**src/rtl/tcmdbg_pkg.sv**
```systemverilog
// package: coprocessor register decode constants and field layouts for the debug register group
package tcmdbg_pkg;
   // ---------------------------------------------------------------
   // coprocessor register selectors
   // ---------------------------------------------------------------
   localparam logic [2:0] OP1_SYS = 3'h0;
   localparam logic [2:0] OP1_DBG = 3'h3;
   localparam logic [3:0] CRN_PROCID = 4'hd;
   localparam logic [3:0] CRM_PROCID = 4'h1;
   localparam logic [2:0] OP2_PROCID = 3'h1;
   localparam logic [3:0] CRN_TEST = 4'hf;
   localparam logic [3:0] CRM_TEST = 4'h0;
   localparam logic [2:0] OP2_TEST = 3'h0;
   localparam logic [3:0] CRM_DBG_INDEX = 4'h0;
   localparam logic [3:0] CRM_DBG_ITAG = 4'h1;
   localparam logic [3:0] CRM_DBG_DTAG = 4'h2;
   localparam logic [3:0] CRM_DBG_IDATA = 4'h3;
   localparam logic [3:0] CRM_DBG_DDATA = 4'h4;
   // ---------------------------------------------------------------
   // test state register fields
   // ---------------------------------------------------------------
   localparam int TS_DATA_STREAM_DIS_BIT = 12;
   localparam int TS_INSTR_STREAM_DIS_BIT = 11;
   localparam int TS_DATA_FILL_DIS_BIT = 10;
   localparam int TS_INSTR_FILL_DIS_BIT = 9;
   localparam logic [3:0] TS_RESET = 4'h0;
   localparam logic [31:0] PROCID_RESET = 32'h0000_0000;
   // ---------------------------------------------------------------
   // local memory region register fields
   // ---------------------------------------------------------------
   localparam int RGN_BASE_LSB = 12;
   localparam int RGN_SIZE_LSB = 1;
   localparam logic [19:0] RGN_BASE_RESET = 20'h0_0000;
   localparam logic [19:0] ITCM_BASE_FIXED = 20'h0_0000;
   localparam logic [4:0] SZ_128M = 5'h12;
   localparam logic [4:0] SZ_256M = 5'h13;
   localparam logic [4:0] SZ_512M = 5'h14;
   localparam logic [4:0] SZ_1G = 5'h15;
   localparam logic [4:0] SZ_2G = 5'h16;
   localparam logic [4:0] SZ_4G = 5'h17;
   localparam logic [4:0] SZ_4K = 5'h03;
   localparam logic [4:0] SZ_MIN_CODE = 5'h03;
   // debug access targets
   typedef enum logic [2:0] {
      TGT_NONE, TGT_INDEX, TGT_ITAG, TGT_DTAG, TGT_IDATA, TGT_DDATA
   } tcmdbg_tgt_t;
endpackage

```
**src/rtl/tcmdbg_region_match.sv**
```systemverilog
// region decoder: turns size code and base into an address hit
module tcmdbg_region_match (
   input wire logic [19:0] base,     // region base, address bits 31:12
   input wire logic [4:0] size_code, // area size encoding
   input wire logic [31:0] addr,     // address under test
   output logic hit                  // address lies in region
);
   logic [5:0] sh;
   logic [31:0] mask;
   // ---------------------------------------------------------------
   // size decode
   // ---------------------------------------------------------------
   // code 3 is 4 KB, each step doubles; 0b10010..0b10111 give 128 MB..4 GB
   always_comb begin
      sh = 6'd0;
      mask = 32'h0000_0000;
      if (size_code >= tcmdbg_pkg::SZ_MIN_CODE && size_code <= tcmdbg_pkg::SZ_4G) begin
         sh = 6'(size_code) + 6'd9;
         mask = (sh >= 6'd32) ? 32'h0000_0000 : (32'hffff_ffff << sh);
      end
      hit = (size_code >= tcmdbg_pkg::SZ_MIN_CODE) && (size_code <= tcmdbg_pkg::SZ_4G)
         && ((addr & mask) == ({base, 12'h000} & mask));
   end
endmodule

```
**src/rtl/tcmdbg_store.sv**
```systemverilog
// small storage for debug tag and data words, registered read port
module tcmdbg_store (
   input wire logic mclk,          // core clock
   input wire logic we,            // write strobe
   input wire logic [5:0] addr,    // word address
   input wire logic [31:0] wdata,  // write data
   output logic [31:0] rdata       // registered read data
);
   logic [31:0] mem [0:63];
   // ---------------------------------------------------------------
   // storage
   // ---------------------------------------------------------------
   // no reset on the array: contents are defined only once written
   always_ff @(posedge mclk) begin
      if (we) begin
         mem[addr] <= wdata;
      end
      rdata <= mem[addr];
   end
endmodule

```
**src/rtl/tcmdbg_regs.sv**
```systemverilog
// system coprocessor debug register group: trace id, test state, cache debug, local memory steering
//
// Functional notes
// - region size codes 0b10010..0b10111 decode 128 MB through 4 GB.
// - instruction memory base fixed at zero and always reads zero.
// - reset clears both region bases to zero.
// - both area sizes load from the memory size register on the first cycle after reset release.
// - overlapping data accesses are served by instruction memory.
// - overlap in load mode: data reads from data RAM, writes to instruction RAM.
// - 32-bit trace_process_identifier drives trace id pins continuously.
// - process id reached at opcode_1 0, c13, c1, opcode_2 1.
// - test state reached at opcode_1 0, c15, c0, opcode_2 0.
// - test state read returns bits 12..9 in place, all other bits zero.
// - test state write changes only bits 12..9.
// - bits 10 and 9 stop data and instruction line fills on miss.
// - fills suppressed: store hits write through, misses do not allocate.
// - fills suppressed: miss goes to bus as uncacheable access.
// - bits 12 and 11 hold requested word until fill ends.
// - opcode_1 3, c15 debug: c0 index, c1..c4 tags and cache data.
module tcmdbg_regs (
   input wire logic mclk,                  // core clock, 20 MHz
   input wire logic resetn,                // asynchronous reset, active low
   input wire logic cp_wr,                 // coprocessor write transfer strobe
   input wire logic cp_rd,                 // coprocessor read transfer strobe
   input wire logic [2:0] cp_op1,          // opcode_1
   input wire logic [3:0] cp_crn,          // CRn
   input wire logic [3:0] cp_crm,          // CRm
   input wire logic [2:0] cp_op2,          // opcode_2
   input wire logic [31:0] cp_wdata,       // write data from core
   input wire logic [4:0] tcm_size_code,   // size from local memory size register
   input wire logic [19:0] dtcm_base_in,   // data region base from region register write path
   input wire logic dtcm_base_we,          // data region base write strobe
   input wire logic itcm_load_mode,        // instruction RAM in load mode
   input wire logic [31:0] data_addr,      // data access address
   input wire logic data_access,           // data access in this cycle
   input wire logic data_write,            // data access is a write
   input wire logic dcache_miss,           // data cache miss
   input wire logic icache_miss,           // instruction cache miss
   input wire logic dcache_store_hit,      // store hit in data cache
   output logic [31:0] cp_rdata,           // read data to core
   output logic [31:0] trace_procid_out,   // trace process id pins
   output logic [31:0] itcm_region_rd,     // instruction region register read value
   output logic [31:0] dtcm_region_rd,     // data region register read value
   output logic data_to_itcm,              // data access goes to instruction RAM
   output logic data_to_dtcm,              // data access goes to data RAM
   output logic dcache_fill_en,            // data cache may line fill
   output logic icache_fill_en,            // instruction cache may line fill
   output logic dcache_alloc,              // data miss allocates
   output logic store_write_through,       // store hit also updates memory
   output logic biu_uncacheable,           // bus interface issues miss uncacheable
   output logic data_stream_en,            // data streamed during fill
   output logic instr_stream_en            // instruction streamed during fill
);
   // ---------------------------------------------------------------
   // state
   // ---------------------------------------------------------------
   logic [31:0] procid_ff, nxt_procid;
   logic [3:0] test_ff, nxt_test;
   logic [31:0] dbg_index_ff, nxt_dbg_index;
   logic [19:0] dtcm_base_ff, nxt_dtcm_base;
   logic [4:0] itcm_size_ff, nxt_itcm_size;
   logic [4:0] dtcm_size_ff, nxt_dtcm_size;
   logic size_loaded_ff, nxt_size_loaded;
   logic [31:0] cp_rdata_ff, nxt_cp_rdata;
   logic [31:0] trace_ff;
   logic [31:0] itcm_rd_ff, dtcm_rd_ff;
   logic to_itcm_ff, to_dtcm_ff;
   logic dfill_ff, ifill_ff, dalloc_ff, wt_ff, unc_ff, dstr_ff, istr_ff;
   tcmdbg_pkg::tcmdbg_tgt_t tgt, tgt_q_ff;
   logic sel_procid, sel_test;
   logic itcm_hit, dtcm_hit;
   logic [31:0] mem_rdata;
   logic [5:0] mem_addr;
   logic mem_we;
   logic [3:0] test_rd;
   wire logic [3:0] test_view = test_ff;

   // ---------------------------------------------------------------
   // decode
   // ---------------------------------------------------------------
   // one-hot decode of the coprocessor selectors
   always_comb begin
      sel_procid = (cp_op1 == tcmdbg_pkg::OP1_SYS) && (cp_crn == tcmdbg_pkg::CRN_PROCID)
         && (cp_crm == tcmdbg_pkg::CRM_PROCID) && (cp_op2 == tcmdbg_pkg::OP2_PROCID);
      sel_test = (cp_op1 == tcmdbg_pkg::OP1_SYS) && (cp_crn == tcmdbg_pkg::CRN_TEST)
         && (cp_crm == tcmdbg_pkg::CRM_TEST) && (cp_op2 == tcmdbg_pkg::OP2_TEST);
      tgt = tcmdbg_pkg::TGT_NONE;
      if (cp_op1 == tcmdbg_pkg::OP1_DBG && cp_crn == tcmdbg_pkg::CRN_TEST
         && cp_op2 == 3'h0) begin
         case (cp_crm)
            tcmdbg_pkg::CRM_DBG_INDEX: tgt = tcmdbg_pkg::TGT_INDEX;
            tcmdbg_pkg::CRM_DBG_ITAG: tgt = tcmdbg_pkg::TGT_ITAG;
            tcmdbg_pkg::CRM_DBG_DTAG: tgt = tcmdbg_pkg::TGT_DTAG;
            tcmdbg_pkg::CRM_DBG_IDATA: tgt = tcmdbg_pkg::TGT_IDATA;
            tcmdbg_pkg::CRM_DBG_DDATA: tgt = tcmdbg_pkg::TGT_DDATA;
            default: tgt = tcmdbg_pkg::TGT_NONE;
         endcase
      end
   end

   // debug storage: set in index bits 31:30, word in 3:2; tag and data spaces split
   always_comb begin
      mem_addr = {dbg_index_ff[31:30], 1'b0, dbg_index_ff[4:2]};
      case (tgt)
         tcmdbg_pkg::TGT_ITAG: mem_addr = {2'b00, 2'b00, dbg_index_ff[31:30]};
         tcmdbg_pkg::TGT_DTAG: mem_addr = {2'b00, 2'b01, dbg_index_ff[31:30]};
         tcmdbg_pkg::TGT_IDATA: mem_addr = {1'b1, 1'b0, dbg_index_ff[31:30], dbg_index_ff[3:2]};
         tcmdbg_pkg::TGT_DDATA: mem_addr = {1'b1, 1'b1, dbg_index_ff[31:30], dbg_index_ff[3:2]};
         default: mem_addr = 6'h00;
      endcase
      mem_we = cp_wr && (tgt != tcmdbg_pkg::TGT_NONE) && (tgt != tcmdbg_pkg::TGT_INDEX);
   end

   tcmdbg_store u_store (
      .mclk(mclk),
      .we(mem_we),
      .addr(mem_addr),
      .wdata(cp_wdata),
      .rdata(mem_rdata)
   );

   tcmdbg_region_match u_itcm (
      .base(tcmdbg_pkg::ITCM_BASE_FIXED),
      .size_code(itcm_size_ff),
      .addr(data_addr),
      .hit(itcm_hit)
   );

   tcmdbg_region_match u_dtcm (
      .base(dtcm_base_ff),
      .size_code(dtcm_size_ff),
      .addr(data_addr),
      .hit(dtcm_hit)
   );

   // ---------------------------------------------------------------
   // register next state
   // ---------------------------------------------------------------
   // sizes load from the size register on the first cycle after reset release
   always_comb begin
      nxt_procid = procid_ff;
      nxt_test = test_ff;
      nxt_dbg_index = dbg_index_ff;
      nxt_dtcm_base = dtcm_base_ff;
      nxt_itcm_size = itcm_size_ff;
      nxt_dtcm_size = dtcm_size_ff;
      nxt_size_loaded = 1'b1;
      if (!size_loaded_ff) begin
         nxt_itcm_size = tcm_size_code;
         nxt_dtcm_size = tcm_size_code;
      end
      if (cp_wr && sel_procid) begin
         nxt_procid = cp_wdata;
      end
      if (cp_wr && sel_test) begin
         nxt_test = cp_wdata[12:9];
      end
      if (cp_wr && tgt == tcmdbg_pkg::TGT_INDEX) begin
         nxt_dbg_index = cp_wdata;
      end
      if (dtcm_base_we) begin
         nxt_dtcm_base = dtcm_base_in;
      end
   end

   // read mux; tag and data reads come from registered storage one cycle later
   always_comb begin
      test_rd = test_view;
      nxt_cp_rdata = 32'h0000_0000;
      if (cp_rd && sel_procid) begin
         nxt_cp_rdata = procid_ff;
      end else if (cp_rd && sel_test) begin
         nxt_cp_rdata = {19'h0_0000, test_rd, 9'h000};
      end else if (cp_rd && tgt == tcmdbg_pkg::TGT_INDEX) begin
         nxt_cp_rdata = dbg_index_ff;
      end else if (tgt_q_ff != tcmdbg_pkg::TGT_NONE && tgt_q_ff != tcmdbg_pkg::TGT_INDEX) begin
         nxt_cp_rdata = mem_rdata;
      end
   end

   // ---------------------------------------------------------------
   // registers
   // ---------------------------------------------------------------
   always_ff @(posedge mclk or negedge resetn) begin
      if (!resetn) begin
         procid_ff <= tcmdbg_pkg::PROCID_RESET;
         test_ff <= tcmdbg_pkg::TS_RESET;
         dbg_index_ff <= 32'h0000_0000;
         dtcm_base_ff <= tcmdbg_pkg::RGN_BASE_RESET;
         itcm_size_ff <= tcmdbg_pkg::SZ_4K;
         dtcm_size_ff <= tcmdbg_pkg::SZ_4K;
         size_loaded_ff <= 1'b0;
         cp_rdata_ff <= 32'h0000_0000;
         tgt_q_ff <= tcmdbg_pkg::TGT_NONE;
      end else begin
         procid_ff <= nxt_procid;
         test_ff <= nxt_test;
         dbg_index_ff <= nxt_dbg_index;
         dtcm_base_ff <= nxt_dtcm_base;
         itcm_size_ff <= nxt_itcm_size;
         dtcm_size_ff <= nxt_dtcm_size;
         size_loaded_ff <= nxt_size_loaded;
         cp_rdata_ff <= nxt_cp_rdata;
         tgt_q_ff <= cp_rd ? tgt : tcmdbg_pkg::TGT_NONE;
      end
   end

   // ---------------------------------------------------------------
   // registered outputs
   // ---------------------------------------------------------------
   // steering is registered, so decisions trail the access by one cycle
   always_ff @(posedge mclk or negedge resetn) begin
      if (!resetn) begin
         trace_ff <= tcmdbg_pkg::PROCID_RESET;
         itcm_rd_ff <= 32'h0000_0000;
         dtcm_rd_ff <= 32'h0000_0000;
         to_itcm_ff <= 1'b0;
         to_dtcm_ff <= 1'b0;
         dfill_ff <= 1'b1;
         ifill_ff <= 1'b1;
         dalloc_ff <= 1'b0;
         wt_ff <= 1'b0;
         unc_ff <= 1'b0;
         dstr_ff <= 1'b1;
         istr_ff <= 1'b1;
      end else begin
         trace_ff <= nxt_procid;
         itcm_rd_ff <= {tcmdbg_pkg::ITCM_BASE_FIXED, 6'h00, nxt_itcm_size, 1'b0};
         dtcm_rd_ff <= {nxt_dtcm_base, 6'h00, nxt_dtcm_size, 1'b0};
         // instruction memory wins on overlap unless load mode reads data RAM
         to_itcm_ff <= data_access && itcm_hit
            && !(dtcm_hit && itcm_load_mode && !data_write);
         to_dtcm_ff <= data_access && dtcm_hit
            && (!itcm_hit || (itcm_load_mode && !data_write));
         dfill_ff <= !nxt_test[1];
         ifill_ff <= !nxt_test[0];
         dalloc_ff <= dcache_miss && !test_ff[1];
         wt_ff <= dcache_store_hit && test_ff[1];
         unc_ff <= (dcache_miss && test_ff[1]) || (icache_miss && test_ff[0]);
         dstr_ff <= !nxt_test[3];
         istr_ff <= !nxt_test[2];
      end
   end

   assign cp_rdata = cp_rdata_ff;
   assign trace_procid_out = trace_ff;
   assign itcm_region_rd = itcm_rd_ff;
   assign dtcm_region_rd = dtcm_rd_ff;
   assign data_to_itcm = to_itcm_ff;
   assign data_to_dtcm = to_dtcm_ff;
   assign dcache_fill_en = dfill_ff;
   assign icache_fill_en = ifill_ff;
   assign dcache_alloc = dalloc_ff;
   assign store_write_through = wt_ff;
   assign biu_uncacheable = unc_ff;
   assign data_stream_en = dstr_ff;
   assign instr_stream_en = istr_ff;
endmodule

```
**config.mk**
```make
export PLATFORM = sky130hd
export DESIGN_NAME = tcmdbg_regs
export DESIGN_NICKNAME = d
export VERILOG_FILES = /design/src/rtl/tcmdbg_pkg.sv /design/src/rtl/tcmdbg_region_match.sv /design/src/rtl/tcmdbg_store.sv /design/src/rtl/tcmdbg_regs.sv
export SDC_FILE = /design/constraint.sdc
export NUM_CORES = 2
export LEC_CHECK = 0
export ABC_AREA = 1
export BUFFER_PORTS_ARGS = -buffer_cell sky130_fd_sc_hd__buf_2
export CORE_UTILIZATION = 30
export CTS_BUF_LIST = sky130_fd_sc_hd__clkbuf_8
export DETAILED_ROUTE_END_ITERATION = 7
export GPL_ROUTABILITY_DRIVEN = 1
export GPL_TIMING_DRIVEN = 1
export PLACE_DENSITY = 0.52
export SLEW_MARGIN = 20
export SYNTH_ARGS = -nofsm -noshare
export SYNTH_HDL_FRONTEND = slang
export SYNTH_SLANG_ARGS = --single-unit
export TNS_END_PERCENT = 10
```
**constraint.sdc**
```tcl
create_clock -name mclk -period 3.05 [get_ports mclk]
set_input_delay 0.305 -clock mclk [delete_from_list [all_inputs] [get_ports mclk]]
set_output_delay 0.305 -clock mclk [all_outputs]
set_load 0.02 [all_outputs]
```
* Word level (Yosys, flattened, before mapping)
Memories as Yosys holds them, arrays and structs flattened. A register that Yosys moved wholly into a read port is not among the register bits. Index checks and enable logic that the tools add are counted.
Operators by class: add/subtract/negate cells 2, order comparisons 6, equal/unequal tests 16, shifts and indexed selects 2, muxes and demuxes 18, bitwise logic cells 3, reduce and logical (&&, ||, !) cells 48
Operator list (count):
- $mux W32 | 8
- $and A32 B32 Y32 | 3
- $shl A32 B6 Y32 const A | 2
- $eq A32 B32 Y1 | 1
- $logic_and A1 B1 Y1 | 32
- $logic_not A32 Y1 | 1
- $pmux W6 S4 | 1
- $mux W20 | 1
- $pmux W3 S5 | 1
- $add A5 B4 Y6 const B | 2
- $ge A6 B6 Y1 const B | 2
- $ge A5 B2 Y1 const B | 2
- $le A5 B5 Y1 const B | 2
- $mux W5 | 2
- $eq A3 B2 Y1 const B | 3
- $eq A4 B2 Y1 const B | 2
- $eq A4 B4 Y1 const B | 2
- $logic_not A1 Y1 | 8
- $eq A3 B1 Y1 const B | 2
- $eq A3 B3 Y1 const B | 2
- $logic_not A3 Y1 | 2
- $mux W3 | 2
- $ne A3 B1 Y1 const B | 2
- $reduce_bool A3 Y1 | 2
- other kinds (6) | 8
Word-level totals: register bits after elaboration 173, bits in writable memories 2048, input port bits 114, output and inout bits 137, logic and storage cells 116, memories kept 1
Memories:
- u_store.mem | depth 64, width 32, read ports 1, clocked after Yosys merged registers in 1, wr ports 1, RTL line tcmdbg_store.sv:9 | logic [31:0] mem [0:63];

* Depth between registers and ports, before layout
word-level depth 11, depth in mapped cells 18, mapped depth without buffers 17

* By module
From an unflattened synthesis, not the netlist that was laid out.
Unflattened totals: cells, all modules 9430, area total of the unflattened synthesis 94727.1 sq um
By module, submodules not included:
- tcmdbg_store | instances 1, cells each 8440, area each 86503.0 sq um, sequential area each 62139.6 sq um
- tcmdbg_regs | instances 1, cells each 706, area each 6648.9 sq um, sequential area each 3588.4 sq um
- tcmdbg_region_match (u_dtcm) | instances 1, cells each 141, area each 792.0 sq um, sequential area each 0.0 sq um
- tcmdbg_region_match (u_itcm) | instances 1, cells each 143, area each 783.3 sq um, sequential area each 0.0 sq um

* Least setup slack after synthesis
No wires, ideal clock.
path type in2reg, start point in cp_op2[1], end point mem u_store.mem[40][0] (enable), library setup time 0.421 ns, data arrival time 3.177 ns, required time 2.629 ns, setup slack -0.548 ns, stages on the path 12, buffers on the path 1, cell sequence nor2_1 -> nand2_1 -> nor2_4 -> nand2_2 -> nor2_4 -> inv_2 -> nor2_4 -> inv_2 -> nor2_2 -> buf_2 -> nand2_2 -> nor2_1
On the way: cells in the longest elaborated chain, start to end 8, elaborated cells on any way between the ends 14, those cells by class eq/ne: 5; mux: 4; reduce/logical: 5
RTL lines:
- start, declared | RTL line tcmdbg_regs.sv:28 | input wire logic [2:0] cp_op2,
- $logic_not A3 Y1 * | RTL line tcmdbg_regs.sv:89 | && cp_op2 == 3'h0) begin
- $logic_and A1 B1 Y1 * | RTL line tcmdbg_regs.sv:89
- $mux W3 * | RTL line tcmdbg_regs.sv:88 | if (cp_op1 == tcmdbg_pkg::OP1_DBG && cp_crn == tcmdbg_pkg::CRN_TEST
- $reduce_bool A3 Y1 | RTL line tcmdbg_regs.sv:111 | mem_we = cp_wr && (tgt != tcmdbg_pkg::TGT_NONE) && (tgt != tcmdbg_pkg::TGT_INDEX);
- $logic_and A1 B1 Y1 (2 in a row) | RTL line tcmdbg_regs.sv:111
- $mux W1 | RTL line tcmdbg_store.sv:15 | if (we) begin
- $mux W1 (implied by the code) | RTL line tcmdbg_store.sv:16 | mem[addr] <= wdata;
- end, declared | RTL line tcmdbg_store.sv:9
Mark *: on every way between the ends. The rest lies on a longest branch, timed or not.

* Worst setup path after layout
start point reg dbg_index_ff[3], end point reg u_store.rdata[22], read port of u_store.mem
On the way: cells in the longest elaborated chain, start to end 1
RTL lines:
- start, declared | RTL line tcmdbg_regs.sv:59 | logic [31:0] dbg_index_ff, nxt_dbg_index;
- start signal, assigned | RTL line tcmdbg_regs.sv:198 | dbg_index_ff <= nxt_dbg_index;
- $pmux W6 S4 | RTL line tcmdbg_regs.sv:104 | case (tgt)
- end, declared | RTL line tcmdbg_store.sv:7 | output logic [31:0] rdata
No other way between the ends. A chain may end at the register's enable or synchronous reset.

==> impl_metrics.csv <==
group,metric,value,unit
routing,dr.pass1.iters,5,
floorplanning,initial_core_util,0.302,
final_layout,fin_cells,8667,
synthesis,yosysWarningCount,0,
critical_path,worstPathMaxFanout,33,
final_layout,ff_latch_area,0.0427,sq mm
job,max_cap_violations,0,
floorplanning,die_area,0.200,sq mm
hold_path,hp-class,"in2reg",
critical_path,critPathKind,"reg2reg",
place,io_buffer_count,216,
power_and_ir_drop,ir_drop,0.376,mV
floorplanning,die_w,448,um
clocking,tritoncts,"yes",
grt,grt_usage,0.198,
place,post-place-cells,8096,
clocking,clk-insertion-delay-late,1.03,ns
critical_path,worstPathArrival,3.77,ns
routing,ant_nets,0,
final_layout,final_common_cell,"nand2_1",
status,status,"completed",
place,dp_hpwl,129000,um
timing,drv_slew,0,
critical_path,cp_data_required_time,3.86,ns
clocking,clockRootBuffer,"clkbuf_8",
floorplanning,coreArea,0.197,sq mm
critical_path,crit_path_start_kind,"flop",
timing,setup_viol,0,
timing,fin_crit,2.95,ns
routing,vias_per_cell,4.92,
final_layout,multi_input_area,0.0148,sq mm
final_layout,drive_gt1_frac,0.179,
timing,rsz0062_at_grt,"no",
grt,grt_pass1_vias,41600,
critical_path,crit_path_end_kind,"flop",
clocking,cts.clk_slew.worst_paths,0.06,ns
timing,fmax,339,MHz
timing,worst_slack,0.0960,ns
floorplanning,die_y,448,um
synthesis,syn_area_per_cell,11.6,sq um
routing,vias,42700,
grt,grt_pass1_wl,290000,um
routing,drtIter0Drc,3701,
timing,fin_crit_sh,0.969,
final_layout,fillers,19300,
timing,worstMarginPinSlew,1.12,ns
timing,hold_viol_final,0,
synthesis,synth_area,0.0596,sq mm
synthesis,synth_edf_count,1280,
clocking,clockBufferDepth,3,
place,post-place-ws,-0.451,ns
synthesis,synth_ff_type,"edfxtp_1",
routing,drcViolationCount,0,
synthesis,synthArstFlopShare,0.0983,
clocking,cts.htree.levels,4,
final_layout,stdcell_area,0.0734,sq mm
final_layout,final_cell_mix,"1381 x nand2_1, 1280 x edfxtp_1, 502 x a21oi_1, 496 x nand3_1, 280 x buf_4",
final_layout,nets,5938,
routing,drt_wl_total,202000,um
synthesis,ys_types,51,
final_layout,synthToLayoutAreaGrowth,23.1,%
grt,grt_max_degree,65,
floorplanning,pin_count,251,
grt,antenna_found_initial,7,
place,place.gp.congestion,0.904,
grt,grt_remaining_overflow,0,
power_and_ir_drop,p_leak,27.4,nW
timing,fin_skew,0.0783,ns
routing,routedWlPerCell,23.2,um
power_and_ir_drop,power,39.6,mW
place,dpl-instance-area,0.0675,sq mm
clocking,clock-sinks,1455,
critical_path,r2r_setup_slack,0.1,ns
synthesis,synth_cells,5129,
synthesis,ys_seq_area_frac,0.716,
synthesis,synth.largest_area_cell,"edfxtp_1",
power_and_ir_drop,power_per_cell_area,540,mW/mm^2
synthesis,synth_top_area_share,0.645,
clocking,cts_inserted_buffers,237,
synthesis,ys_seq_elements,1455,
timing,maxSlewHeadroom,0.246,
floorplanning,row_count,163,
synthesis,synth_area_leaders,"edfxtp_1 64%, nand2_1 8.7%, dfrtp_1 5.7%, a21oi_1 4.2%, nand3_1 4.2%",
==> final cells by class <==
cell class,instances,share of cell area
repair buffers,751,0.0973
clock inverters,194,0.0157
flip-flops and latches,1455,0.581
diodes,3,0.000102
clock buffers,255,0.0478
inverters,205,0.0107
well taps,2640,0.0450
multi-input cells,3164,0.202
==> metrics by stage <==
stage                     hold slack, ns  TNS [ns]   util
after detailed placement           0.368    -38.00  0.342
after floorplan                  0.00941   -361.12      -
after CTS                        0.00151         0  0.371
after global placement             0.368    -38.41  0.342
after global routing              0.0916         0  0.372
final                             0.0911         0  0.372
==> final timing paths <==
kind | start | endpoint | depth (start not counted)
setup / recovery | dbg_index_ff[3]$_DFFE_PN0P_ | u_store.rdata[22]$_DFF_P_ | 11
hold / removal | data_addr[22] | data_to_itcm$_DFF_PN0_ | 6
setup reg to reg | dbg_index_ff[3]$_DFFE_PN0P_ | u_store.rdata[22]$_DFF_P_ | 11
hold reg to reg | dbg_index_ff[14]$_DFFE_PN0P_ | dbg_index_ff[14]$_DFFE_PN0P_ | 2
max in group asynchronous | resetn | dbg_index_ff[31]$_DFFE_PN0P_ | 4
min in group asynchronous | resetn | dcache_fill_en$_DFF_PN1_ | 3
==> cell usage after synthesis, drive strengths merged, types with 5 or more instances <==
library cell and n:
dfxtp 32, o211ai 7, mux2 14, xnor2 5, o22ai 25, nor2 168
xor2 12, edfxtp 1280, ha 10, dfstp 8, nand4 49, dfrtp 135
nand2 1395, nand3 505, o21ai 382, inv 203, buf 251, a21oi 502
nor3 36, clkbuf 87
==> registers in the layout, summed over array words and instances (netlist names) <==
name,cells
dtcm_size_ff,4
size_loaded_ff,1
data_to_itcm,1
dtcm_base_ff,19
itcm_region_rd,2
data_stream_en,1
store_write_through,1
biu_uncacheable,1
cp_rdata,32
dtcm_region_rd,4
itcm_size_ff,2
instr_stream_en,1
dcache_fill_en,1
dcache_alloc,1
u_store.mem,1280
data_to_dtcm,1
test_ff,4
icache_fill_en,1
tgt_q_ff,2
dbg_index_ff,32
u_store.rdata,32
trace_procid_out,32
==> logic make-up after synthesis <==
kind of cell             count (synthesis)  share of synthesized area
buffers and inverters                  543                     0.0442
AO/OA/AOI/OAI                          927                     0.0792
AND/OR/NAND/NOR                       2161                      0.153
other                                    2                   0.000126
multiplexers                            14                    0.00265
adder cells (fa/ha/maj)                 10                    0.00210
flip-flops                            1455                      0.716
XOR/XNOR                                17                    0.00250
==> per-layer routing <==
metal	vias to the layer above	routed length [um]	GRT usage
met3	341	13800	0.0350
li1	19400	-	-
met4	6	6350	0.0695
met1	21200	84800	0.260
met2	1723	96600	0.328
met5	-	36	0
==> worst max-delay path, stage by stage, from the launching register on <==
cell     delay (ns)
dfrtp_1        0.52
nand4_1        0.28
nand2_8        0.18
inv_6          0.15
buf_4          0.26
buf_4          0.17
nand2_1        0.06
a21oi_1        0.10
o21ai_1        0.14
nand2_1        0.10
nor2_1         0.57
nand2_1        0.19
==> what timing repair did <==
item                                     CTS  global route
endpoints found under the setup margin     2             2
endpoints found under the hold margin   1253             0
resized for setup                          2             5
hold buffers                             117             0
buffers inserted                           0             2
gates cloned                               0             0
pin swaps                                  0             0
==> power breakdown <==
| group | internal, mW | switching (mW) | total, mW |
|---|---|---|---|
| Sequential | 21.7 | 0.0680 | 21.8 |
| Combinational | 0.363 | 0.828 | 1.19 |
| Clock | 8.35 | 8.28 | 16.6 |
| Total | 30.4 | 9.17 | 39.6 |
Power figures use the tool's default switching activity.
